File: config.mk
export PLATFORM = sky130hd
export DESIGN_NAME = pfim_top
export DESIGN_NICKNAME = d
export VERILOG_FILES = /design/src/logic/pfim_pkg.sv /design/src/logic/pfim_top.sv
export SDC_FILE = /design/constraint.sdc
export NUM_CORES = 1
export LEC_CHECK = 0
export BUFFER_PORTS_ARGS = -buffer_cell sky130_fd_sc_hd__buf_2
export CAP_MARGIN = 20
export CORE_AREA = 2 2 66 99
export CTS_BUF_LIST = sky130_fd_sc_hd__clkbuf_4
export DETAILED_ROUTE_END_ITERATION = 8
export DIE_AREA = 0 0 68 101
export HOLD_SLACK_MARGIN = 0.12
export PLACE_DENSITY = 0.76
export SLEW_MARGIN = 20
export SYNTH_ARGS = -nofsm -noshare
export SYNTH_HDL_FRONTEND = slang
export SYNTH_SLANG_ARGS = --single-unit
File: constraint.sdc
create_clock -name clk -period 4.3 [get_ports clk]
set_input_delay 0.645 -clock clk [delete_from_list [all_inputs] [get_ports clk]]
set_output_delay 0.645 -clock clk [all_outputs]
set_load 0.005 [all_outputs]
File: src/logic/pfim_pkg.sv
// Shared constants and types for the PWM fault input mode block
package pfim_pkg;

  // ==========================================================
  // Widths
  localparam int CNT_W = 12;
  localparam int MODE_W = 4;

  // ==========================================================
  // Counter phases, in normal running order
  typedef enum logic [1:0] {
    PH_DEAD_A = 2'b00,
    PH_ON_A = 2'b01,
    PH_DEAD_B = 2'b10,
    PH_ON_B = 2'b11
  } pfim_phase_t;

  localparam pfim_phase_t PHASE_RST = PH_DEAD_A;

  // ==========================================================
  // Fault input mode select codes
  localparam logic [MODE_W-1:0] MODE_NONE = 4'h0;
  localparam logic [MODE_W-1:0] MODE_JUMP_WAIT = 4'h1;
  localparam logic [MODE_W-1:0] MODE_EXEC_WAIT = 4'h2;
  localparam logic [MODE_W-1:0] MODE_EXEC_REPEAT = 4'h3;
  localparam logic [MODE_W-1:0] MODE_ALL_OFF = 4'h4;
  localparam logic [MODE_W-1:0] MODE_DEAD_ONLY = 4'h5;
  localparam logic [MODE_W-1:0] MODE_DEAD_WAIT = 4'h6;
  localparam logic [MODE_W-1:0] MODE_SW_WAIT = 4'h7;
  localparam logic [MODE_W-1:0] MODE_EDGE_JUMP = 4'h8;
  localparam logic [MODE_W-1:0] MODE_EDGE_BLANK = 4'h9;
  localparam logic [MODE_W-1:0] MODE_LEVEL_BLANK = 4'hA;

  // ==========================================================
  // Reset values and timing
  localparam logic [CNT_W-1:0] CNT_RST = 12'h000;
  localparam int PRESC_DEF = 1;

  // ==========================================================
  // Phase lengths (a phase lasts length + 1 counter ticks)
  typedef struct packed {
    logic [CNT_W-1:0] dead_a;
    logic [CNT_W-1:0] on_a;
    logic [CNT_W-1:0] dead_b;
    logic [CNT_W-1:0] on_b;
  } pfim_len_t;

  // Mode selection for the two event inputs
  typedef struct packed {
    logic [MODE_W-1:0] mode_b;
    logic [MODE_W-1:0] mode_a;
  } pfim_mode_t;

endpackage

File: src/logic/pfim_top.sv
// PWM timer phase sequencer with fault input mode handling
// Function
// Mode 1: event kills output, jumps to opposite dead-time, holds until low.
// Mode 1 input A acts in dead/on-time A, kills A, resumes dead-time B.
// Mode 1 input B acts in dead/on-time B, kills B, resumes dead-time A.
// Mode 2: event kills output, runs opposite phases, then holds while high.
// Mode 2: event gone before opposite phases end means no hold.
// Mode 3: event kills output, opposite phases repeat while fault stays.
// Mode 3: on release current phase finishes, then normal order.
// Modes 4 to 7 act the same for both inputs, on both outputs.
// Mode 4: both outputs off while event, counter runs unchanged.
// Mode 5: on-time event jumps to opposite dead; dead-times alternate.
// Mode 5: after release finish dead-time, then next on-time.
// Mode 6: on-time event jumps to dead-time; counter waits at its end.
// Mode 6: on release the next dead-time starts, normal order.
// Mode 7: event stops outputs and counter until restart command.
// Mode 7: restart with event high stops again, else starts dead-time A.
// Mode 8: rising edge in own on-time jumps to opposite dead-time.
// Mode 9: rising edge in own on-time blanks output for rest of it.
// Mode 10: output off while event; release in on-time keeps it off.
// Software should weigh conflicts when both inputs use different modes.
// Mode 0: inputs leave outputs and counter untouched.
// Software avoids modes 2,3,5,6 in one ramp; dual slope only 0,4,7.
// Mode codes above 10 take no action.
module pfim_top #(
  parameter int PRESC = pfim_pkg::PRESC_DEF
) (
  input wire logic clk,
  input wire logic resetn,
  input wire logic timer_enable,
  input wire logic restart_cmd,
  input wire logic [1:0] fault_event,
  input wire pfim_pkg::pfim_mode_t fault_input_mode_sel,
  input wire pfim_pkg::pfim_len_t phase_len,
  output logic waveform_out_a,
  output logic waveform_out_b,
  output pfim_pkg::pfim_phase_t phase_state,
  output logic counter_held
);

  // ==========================================================
  // Elaboration checks
  if (PRESC < 1 || PRESC > 4096) begin : g_bad_presc
    $error("PRESC must lie between 1 and 4096");
  end

  // ==========================================================
  // Counter clock divider
  localparam int DIV_W = (PRESC > 1) ? $clog2(PRESC) : 1;
  localparam logic [DIV_W-1:0] DIV_LAST = DIV_W'(PRESC - 1);
  logic [DIV_W-1:0] div_q, div_d;
  logic tick;

  // Divider wraps at the prescale value and yields a one-cycle tick
  always_comb begin
    tick = (div_q == DIV_LAST);
    div_d = tick ? '0 : div_q + DIV_W'(1);
    if (!timer_enable) begin
      div_d = '0;
    end
  end

  always_ff @(posedge clk) begin
    if (!resetn) begin
      div_q <= '0;
    end else begin
      div_q <= div_d;
    end
  end

  // ==========================================================
  // Sequencer state
  pfim_pkg::pfim_phase_t phase_q, phase_d;
  pfim_pkg::pfim_phase_t resume_q, resume_d;
  logic [pfim_pkg::CNT_W-1:0] cnt_q, cnt_d;
  logic hold_q, hold_d;
  logic hold_sw_q, hold_sw_d;
  logic hold_src_q, hold_src_d;
  logic [1:0] exec_q, exec_d;
  logic [1:0] blank_q, blank_d;
  logic [1:0] ev_q;
  logic woa_d, wob_d;

  logic [pfim_pkg::MODE_W-1:0] mode [2];
  logic [1:0] rise;
  logic [pfim_pkg::CNT_W-1:0] cur_len;
  logic [1:0] cur, nat_next;
  logic end_now, release_now, kill_all, sw_ev, trig;
  logic [1:0] own_dead, own_on, opp_dead, opp_on, kill;

  assign mode[0] = fault_input_mode_sel.mode_a;
  assign mode[1] = fault_input_mode_sel.mode_b;
  assign rise = fault_event & ~ev_q;

  // Length of the phase in progress
  always_comb begin
    unique case (phase_q)
      pfim_pkg::PH_DEAD_A: cur_len = phase_len.dead_a;
      pfim_pkg::PH_ON_A: cur_len = phase_len.on_a;
      pfim_pkg::PH_DEAD_B: cur_len = phase_len.dead_b;
      pfim_pkg::PH_ON_B: cur_len = phase_len.on_b;
    endcase
  end

  // Next phase, counter, hold and blanking. Input B is handled first so
  // that input A overrides it when both act in one cycle; the two inputs
  // share one counter, so conflicting mode choices are software's concern.
  always_comb begin
    phase_d = phase_q;
    resume_d = resume_q;
    cnt_d = cnt_q;
    hold_d = hold_q;
    hold_sw_d = hold_sw_q;
    hold_src_d = hold_src_q;
    exec_d = exec_q;
    blank_d = blank_q;
    cur = phase_q;
    nat_next = cur + 2'b01;
    end_now = tick && (cnt_q >= cur_len);
    trig = 1'b0;
    sw_ev = 1'b0;
    own_dead = 2'b00;
    own_on = 2'b00;
    opp_dead = 2'b00;
    opp_on = 2'b00;
    for (int x = 0; x < 2; x++) begin
      if (fault_event[x] && mode[x] == pfim_pkg::MODE_SW_WAIT) begin
        sw_ev = 1'b1;
      end
    end
    release_now = hold_sw_q ? (restart_cmd && !sw_ev)
                            : !fault_event[hold_src_q];
    if (!timer_enable) begin
      phase_d = pfim_pkg::PHASE_RST;
      cnt_d = pfim_pkg::CNT_RST;
      hold_d = 1'b0;
      hold_sw_d = 1'b0;
      exec_d = 2'b00;
    end else if (hold_q) begin
      // Counter frozen; release restarts the resume phase from zero
      if (release_now) begin
        hold_d = 1'b0;
        hold_sw_d = 1'b0;
        phase_d = resume_q;
        cnt_d = pfim_pkg::CNT_RST;
      end
    end else begin
      if (end_now) begin
        phase_d = pfim_pkg::pfim_phase_t'(nat_next);
        cnt_d = pfim_pkg::CNT_RST;
      end else if (tick) begin
        cnt_d = cnt_q + 12'h001;
      end
      for (int x = 1; x >= 0; x--) begin
        own_dead = {x[0], 1'b0};
        own_on = {x[0], 1'b1};
        opp_dead = {~x[0], 1'b0};
        opp_on = {~x[0], 1'b1};
        // End-of-phase redirections
        if (end_now) begin
          if (mode[x] == pfim_pkg::MODE_EXEC_WAIT && exec_q[x] &&
              cur == opp_on) begin
            exec_d[x] = 1'b0;
            if (fault_event[x]) begin
              hold_d = 1'b1;
              hold_sw_d = 1'b0;
              hold_src_d = x[0];
              resume_d = pfim_pkg::pfim_phase_t'(nat_next);
            end
          end
          if (mode[x] == pfim_pkg::MODE_EXEC_REPEAT && fault_event[x] &&
              cur == opp_on) begin
            phase_d = pfim_pkg::pfim_phase_t'(opp_dead);
          end
          if (mode[x] == pfim_pkg::MODE_DEAD_ONLY && fault_event[x] &&
              !cur[0]) begin
            phase_d = pfim_pkg::pfim_phase_t'({~cur[1], 1'b0});
          end
          if (mode[x] == pfim_pkg::MODE_DEAD_WAIT && fault_event[x] &&
              !cur[0]) begin
            hold_d = 1'b1;
            hold_sw_d = 1'b0;
            hold_src_d = x[0];
            resume_d = pfim_pkg::pfim_phase_t'({~cur[1], 1'b0});
            // Wait at the end of the dead-time, never inside the on-time
            phase_d = phase_q;
          end
        end
        // Fault triggers, which override the end-of-phase result
        trig = 1'b0;
        unique case (mode[x])
          pfim_pkg::MODE_JUMP_WAIT: begin
            if (fault_event[x] && cur[1] == x[0]) begin
              trig = 1'b1;
              hold_d = 1'b1;
              hold_sw_d = 1'b0;
              hold_src_d = x[0];
              resume_d = pfim_pkg::pfim_phase_t'(opp_dead);
            end
          end
          pfim_pkg::MODE_EXEC_WAIT: begin
            if (fault_event[x] && cur[1] == x[0]) begin
              trig = 1'b1;
              exec_d[x] = 1'b1;
            end
          end
          pfim_pkg::MODE_EXEC_REPEAT: begin
            trig = fault_event[x] && cur[1] == x[0];
          end
          pfim_pkg::MODE_DEAD_ONLY, pfim_pkg::MODE_DEAD_WAIT: begin
            if (fault_event[x] && cur[0]) begin
              trig = 1'b1;
              opp_dead = {~cur[1], 1'b0};
            end
          end
          pfim_pkg::MODE_SW_WAIT: begin
            if (fault_event[x]) begin
              hold_d = 1'b1;
              hold_sw_d = 1'b1;
              resume_d = pfim_pkg::PH_DEAD_A;
            end
          end
          pfim_pkg::MODE_EDGE_JUMP: begin
            trig = rise[x] && cur == own_on;
          end
          default: begin
            trig = 1'b0;
          end
        endcase
        if (trig) begin
          phase_d = pfim_pkg::pfim_phase_t'(opp_dead);
          cnt_d = pfim_pkg::CNT_RST;
        end
      end
    end
    // Output blanking lasts until the own on-time is left
    for (int x = 0; x < 2; x++) begin
      own_on = {x[0], 1'b1};
      if (phase_d != own_on || phase_d != phase_q || cnt_d != cnt_q &&
          cnt_d == pfim_pkg::CNT_RST) begin
        blank_d[x] = 1'b0;
      end
      if (phase_d == own_on && phase_q == own_on) begin
        if (mode[x] == pfim_pkg::MODE_EDGE_BLANK && rise[x]) begin
          blank_d[x] = 1'b1;
        end
        if (mode[x] == pfim_pkg::MODE_LEVEL_BLANK && fault_event[x]) begin
          blank_d[x] = 1'b1;
        end
      end
    end
  end

  // Output kill terms; output regs see the phase being entered
  always_comb begin
    kill_all = hold_d;
    for (int x = 0; x < 2; x++) begin
      if (fault_event[x] && (mode[x] == pfim_pkg::MODE_ALL_OFF ||
          mode[x] == pfim_pkg::MODE_DEAD_ONLY)) begin
        kill_all = 1'b1;
      end
      kill[x] = blank_d[x] ||
                (fault_event[x] && mode[x] == pfim_pkg::MODE_LEVEL_BLANK);
    end
    woa_d = timer_enable && phase_d == pfim_pkg::PH_ON_A && !kill_all &&
            !kill[0];
    wob_d = timer_enable && phase_d == pfim_pkg::PH_ON_B && !kill_all &&
            !kill[1];
  end

  // Registers only; all outputs come straight from here
  always_ff @(posedge clk) begin
    if (!resetn) begin
      phase_q <= pfim_pkg::PHASE_RST;
      resume_q <= pfim_pkg::PHASE_RST;
      cnt_q <= pfim_pkg::CNT_RST;
      hold_q <= 1'b0;
      hold_sw_q <= 1'b0;
      hold_src_q <= 1'b0;
      exec_q <= 2'b00;
      blank_q <= 2'b00;
      ev_q <= 2'b00;
      waveform_out_a <= 1'b0;
      waveform_out_b <= 1'b0;
      phase_state <= pfim_pkg::PHASE_RST;
      counter_held <= 1'b0;
    end else begin
      phase_q <= phase_d;
      resume_q <= resume_d;
      cnt_q <= cnt_d;
      hold_q <= hold_d;
      hold_sw_q <= hold_sw_d;
      hold_src_q <= hold_src_d;
      exec_q <= exec_d;
      blank_q <= blank_d;
      ev_q <= fault_event;
      waveform_out_a <= woa_d;
      waveform_out_b <= wob_d;
      phase_state <= phase_d;
      counter_held <= hold_d;
    end
  end

endmodule

# After elaboration in Yosys (flattened, before gate mapping)
# Cells that the tools add are included.
[totals]
romBits = 0
in_bits = 62
reg_bits = 28
memories = 0
latch_bits = 0
mem_bits_rw = 0
[op_classes]
muxes = 118
add_sub_neg = 3
n_mul = 0
n_eq_ne = 30
reduce_logical = 64
n_bitwise = 5
div_mod_pow = 0
shift = 0
magnitude_cmp = 2
[ops]
columns = ["operator", "count"]
rows = [
  ["12-bit 2-to-1 mux", 7],
  ["1-bit 2-to-1 mux", 72],
  ["2-bit 2-to-1 mux", 30],
  ["12-bit case mux with 4 select lines", 1],
  ["1-bit logical AND", 41],
  ["4-bit by 3-bit == test with 1-bit output, second input constant", 8],
  ["4-bit == test, second input constant", 6],
  ["4-bit by 2-bit == test with 1-bit output, second input constant", 4],
  ["12-bit by 1-bit adder with 12-bit output, second input constant", 1],
  ["12-bit greater-or-equal comparator", 1],
  ["12-bit zero test", 1],
  ["12-bit inequality test", 1],
  ["4-bit by 1-bit == test with 1-bit output, second input constant", 2],
  ["1-bit logical OR", 8],
  ["1-bit case mux with 2 select lines", 4],
  ["1-bit case mux with 4 select lines", 2],
  ["2-bit case mux with 2 select lines", 2],
  ["2-bit OR reduction", 4],
  ["2-bit == test, second input constant", 3],
  ["1-bit zero test", 6],
  ["2-bit by 1-bit == test with 1-bit output, second input constant", 2],
  ["2-bit by 1-bit inequality test with 1-bit output, second input constant", 2],
  ["2-bit AND reduction", 2],
  ["1-bit inverter", 3],
  ["9 further kinds", 9],
]

# Logic depth before layout (Yosys ltp)
[logic_depth]
word_depth = 27
depth_mapped = 19
ltp_nobuf = 15

# Worst setup path after synthesis
# Ideal clock, no wire load.
[synth_path]
path_kind = "register to register"
from = "reg phase_q[1] (netlist: cur[1])"
to = "reg waveform_out_a"
arrival_time_ns = 4.013
setup_ns = 0.061
path_stages_with_launch = 19
path_slack_ns = 0.225
n_path_buf = 3
cell_sequence = "dfxtp_1 > clkbuf_1 > inv_1 > ha_1 > clkbuf_1 > a222oi_1 > nand2_1 > o21ai_0 > ha_1 > a21o_1 > a21oi_1 > o21ai_0 > a21o_1 > clkbuf_1 > a2111o_1 > a2111o_1 > o211a_1 > o311ai_2 > and4bb_1"
[synth_via]
elab_chain_len = 27
word_cells_on_any_way = 84
classes_between = "1 x add/sub; 1 x order compare; 7 x eq/ne; 53 x mux; 1 x bitwise; 21 x reduce/logical"
[synth_rtl]
columns = ["item", "line_no", "text"]
rows = [
  ["start: declaration", "pfim_top.sv:73", "pfim_pkg::pfim_phase_t phase_q, phase_d;"],
  ["start signal: assignment", "pfim_top.sv:274", "phase_q <= pfim_pkg::PHASE_RST;"],
  ["start signal: assignment", "pfim_top.sv:288", "phase_q <= phase_d;"],
  ["2-bit == test (tied with other cells)", "--", ""],
  ["12-bit case mux with 4 select lines", "pfim_top.sv:97", "unique case (phase_q)"],
  ["12-bit greater-or-equal comparator", "pfim_top.sv:119", "end_now = tick && (cnt_q >= cur_len);"],
  ["1-bit logical AND", "pfim_top.sv:119", ""],
  ["2-bit 2-to-1 mux", "pfim_top.sv:148", "if (end_now) begin"],
  ["2-bit 2-to-1 mux", "pfim_top.sv:171", "if (mode[x] == pfim_pkg::MODE_EXEC_REPEAT && fault_event[x] &&"],
  ["2-bit 2-to-1 mux", "pfim_top.sv:175", "if (mode[x] == pfim_pkg::MODE_DEAD_ONLY && fault_event[x] &&"],
  ["2-bit 2-to-1 mux", "pfim_top.sv:179", "if (mode[x] == pfim_pkg::MODE_DEAD_WAIT && fault_event[x] &&"],
  ["(+10 left out)", "--", ""],
  ["1-bit logical OR (2 in series)", "pfim_top.sv:239", "if (phase_d != own_on || phase_d != phase_q || cnt_d != cnt_q &&"],
  ["1-bit 2-to-1 mux", "pfim_top.sv:239", ""],
  ["1-bit 2-to-1 mux", "pfim_top.sv:244", "if (mode[x] == pfim_pkg::MODE_EDGE_BLANK && rise[x]) begin"],
  ["1-bit 2-to-1 mux", "pfim_top.sv:247", "if (mode[x] == pfim_pkg::MODE_LEVEL_BLANK && fault_event[x]) begin"],
  ["1-bit 2-to-1 mux", "pfim_top.sv:243", "if (phase_d == own_on && phase_q == own_on) begin"],
  ["1-bit logical OR", "pfim_top.sv:262", "kill[x] = blank_d[x] ||"],
  ["1-bit zero test", "pfim_top.sv:266", "!kill[0];"],
  ["1-bit logical AND (*)", "pfim_top.sv:265", "woa_d = timer_enable && phase_d == pfim_pkg::PH_ON_A && !kill_all &&"],
  ["end signal: assignment", "pfim_top.sv:297", "waveform_out_a <= woa_d;"],
  ["end: declaration", "pfim_top.sv:35", "output logic waveform_out_a,"],
]
# Every way passes the cells marked *; elsewhere a longest branch is shown, timed or not. The select of a mux whose other input is x is not followed.
# A chain may end at the register's enable or synchronous reset.

# Final worst setup path
[layout_path]
from = "reg phase_q[0] (netlist: cur[0])"
to = "reg waveform_out_a"
# Same word-level chain as after synthesis.

==> flow_metrics.tcl <==
set metrics [dict create \
    power_leakage_nw 1.39 \
    yosysUniqueCellTypes 69 \
    status "finished, final reports clean" \
    cts_tree "done" \
    core_area_mm2 0.00604 \
    syn_area_mm2 0.00295 \
    wl_per_cell_um 19.2 \
    finalCriticalPeriod_ns 4.04 \
    synth_edf_count 0 \
    finalPower_mw 0.538 \
    hold_depth 2 \
    grt_pass1_wl_um 16000 \
    crit_fanout 24 \
    yosysWarningCount 0 \
    htreeDepth 1 \
    area_growth_pct 15.4 \
    detailed_place_hpwl_um 8290 \
    rr_endpoint "waveform_out_a" \
    startpoint_type "register" \
    netlist_instances 411 \
    p_per_area_mw_per_mm2 158 \
    postRouteAntennaNets 0 \
    rows 35 \
    clkSlewWorstSetupHoldPaths_ns 0.15 \
    met1_usage_pct 30.2 \
    mostFrequentLayoutCells "buf_2, nand2_1, nor2_1" \
    grt_pass1_vias 3424 \
    skew_ns 0.0101 \
    yosysSeqAreaShare_pct 19.0 \
    async_flop_share_pct 0 \
    crit_path_end_kind "register" \
    hold_end "exec_q[0]" \
    fin_tns_setup_ns 0 \
    r2r_setup_slack_ns 0.26 \
    synth_area_leader_cell "dfxtp_1" \
    globalRouteMet2Util_pct 56.9 \
    cts_setup_buffers 0 \
    syn_area_per_cell_um2 7.18 \
    nFillCells 593 \
    tightest_slew_ns 0.555 \
    crit_chain "inv_1, buf_4, ha_1, inv_1, buf_4, o21ai_0, ha_1, nand4_1, o221ai_1, and2_1, a2111o_1, a21oi_1, o21a_1, o41a_1, o311ai_2, and4bb_1" \
    crit_family "compound AO/OA/AOI/OAI gates" \
    cts-root-buf "clkbuf_4" \
    synthTopCellsByArea "dfxtp_1, ha_1, a21oi_1" \
    clock_latency_ns 0.34 \
    grtUsageTotal_pct 30.5 \
    routed_wl_um 10500 \
    nets 551 \
    first_pass_iters 5 \
    gp_congestion 1.04 \
    grt_overflow 0 \
    busiest_layer "met2" \
    syn_nets 490 \
    synth-main-ff-cell "dfxtp_1" \
    die-area_mm2 0.00687 \
    cts_made_buffers 3 \
    portBuffers 66 \
    drv_slew 0 \
    final_common_cell "buf_2" \
    worst-setup-path-type "reg -> reg" \
    synth_top_area_share_pct 19.0 \
    start_util_pct 48.8 \
    fmax_mhz 248 \
    hold_viol_final 0 \
    finalSetupViolations 0 \
    path_buf_inv 4 \
    drive_gt1_share_pct 20.9 \
    antenna_found_initial 0 \
    maxSlewHeadroom_pct 62.6 \
    peakVddDrop_mv 0.179 \
    reg2reg_depth 16 \
    clockBufferDepth 2 \
    grt_start_max_net_pins 25 \
    die_h_um 101 \
    drc_errors 0 \
    critPathMaxStageDelay_ns 0.49 \
    drt_iter0_drc 259 \
    cts.sinks 28 \
    hold_class "reg -> reg" \
    insertedDiodeCount 0 \
    rsz0062_at_grt "false" \
    min_from "exec_q[0]" \
    die_w_um 68 \
    arrival_ns 4.34 \
    pin_count 67 \
    vias 3628 \
    grt.met3_usage_pct 3.46 \
    reg2reg_from "cur[0]" \
    cap_violations 0 \
    cp.required_ns 4.60 \
    vias_per_cell 6.67 \
    synth-seq-cells 28 \
    slowest_stage "o41a_1" \
    period_share_pct 93.9 \
]
final cells by class:
cell class	count	area, µm²	share of cell area [%]
Multi-Input combinational cell	345	2240	65.9
Sequential cell	28	561	16.5
Timing Repair Buffer	79	428	12.6
Tap cell	74	92.6	2.72
Inverter	15	56.3	1.65
Clock buffer	3	22.5	0.662
tightest hold or removal path, stage by stage, from the launching register on:
cell and delay, ns:
dfxtp_1 0.34, o21ai_0 0.06, a21oi_1 0.06
Yosys cell counts, types with 2 or more instances:
| library cell | n |
|---|---|
| a2111o_1 | 3 |
| a2111oi_0 | 2 |
| a21o_1 | 6 |
| a21oi_1 | 38 |
| a222oi_1 | 12 |
| a22oi_1 | 3 |
| a311oi_1 | 4 |
| a31o_2 | 2 |
| a31oi_1 | 7 |
| a32o_1 | 2 |
| and2_1 | 7 |
| and3_1 | 2 |
| and3b_1 | 2 |
| and4b_1 | 3 |
| and4bb_1 | 2 |
| buf_2 | 2 |
| clkbuf_1 | 20 |
| dfxtp_1 | 28 |
| ha_1 | 17 |
| inv_1 | 14 |
| mux2_2 | 2 |
| nand2_1 | 44 |
| nand2b_1 | 6 |
| nand3_1 | 15 |
| nand3b_1 | 5 |
| nand4_1 | 6 |
| nand4b_1 | 5 |
| nor2_1 | 39 |
| nor2b_1 | 11 |
| nor3_1 | 7 |
| nor4_1 | 3 |
| nor4bb_1 | 2 |
| o211a_1 | 2 |
| o211ai_1 | 6 |
| o21a_1 | 2 |
| o21ai_0 | 32 |
| o221a_2 | 2 |
| o221ai_1 | 3 |
| o22a_1 | 2 |
| o22ai_1 | 3 |
| o311ai_2 | 2 |
| o31ai_1 | 3 |
| o32ai_1 | 2 |
| or3_1 | 5 |
| or3b_2 | 2 |
cell families after synthesis:
| kind of cell | count (synthesis) | synth area share [%] |
|---|---|---|
| adder cells (fa/ha/maj) | 17 | 7.21 |
| multiplexers | 2 | 0.764 |
| buffers and inverters | 38 | 5.05 |
| AND/OR/NAND/NOR | 174 | 31.9 |
| flip-flops | 28 | 19.0 |
| AO/OA/AOI/OAI | 149 | 35.3 |
| other | 1 | 0.127 |
| XOR/XNOR | 2 | 0.594 |
how the worst max path moves through the flow:
| stage | from | endpoint | slack, ns | depth (start not counted) |
|---|---|---|---|---|
| global route | cur[0] | waveform_out_a | 0.03 | 16 |
| finish | cur[0] | waveform_out_a | 0.26 | 16 |
| detailed placement | cur[1] | waveform_out_a | 0.22 | 16 |
| CTS | cur[1] | waveform_out_a | 0.16 | 16 |
| floorplan | cur[1] | waveform_out_a | 0.23 | 18 |
| global placement | cur[1] | waveform_out_a | 0.30 | 16 |
flip-flops by register name, summed over array words and instances (netlist names):
name	cells
ev_q	2
cnt_q	12
hold_sw_q	1
resume_q	2
blank_q	2
exec_q	2
waveform_out_a	1
div_q	1
waveform_out_b	1
hold_q	1
cur	2
hold_src_q	1
power by group:
part,internal (mW),switching [mW]
sequential,0.263,0.00564
clock,0.0331,0.0791
combinational,0.0666,0.0902
total,0.363,0.175
what timing repair did:
action	CTS	global route
resized for setup	0	2
setup endpoints to repair	0	4
hold buffers	0	0
endpoints found under the hold margin	0	0
routing by layer:
metal,part of all wire [%],up-vias
met5,0,-
met1,36,1676
met4,5.6,0
met2,52,196
li1,-,1705
met3,6.5,51
metrics by stage:
stage	instances	hold slack, ns	setup slack [ns]	util, %	area, µm²
2_1_floorplan	411	0.450	0.225	-	2950
3_3_place_gp	541	0.460	0.299	55.9	3380
3_5_place_dp	541	0.472	0.222	55.9	3380
4_1_cts	544	0.493	0.159	56.3	3400
5_1_grt	544	0.517	0.0273	56.3	3400
6_report	544	0.490	0.260	56.3	3400
Note: power is estimated with default switching activity, not from simulation.
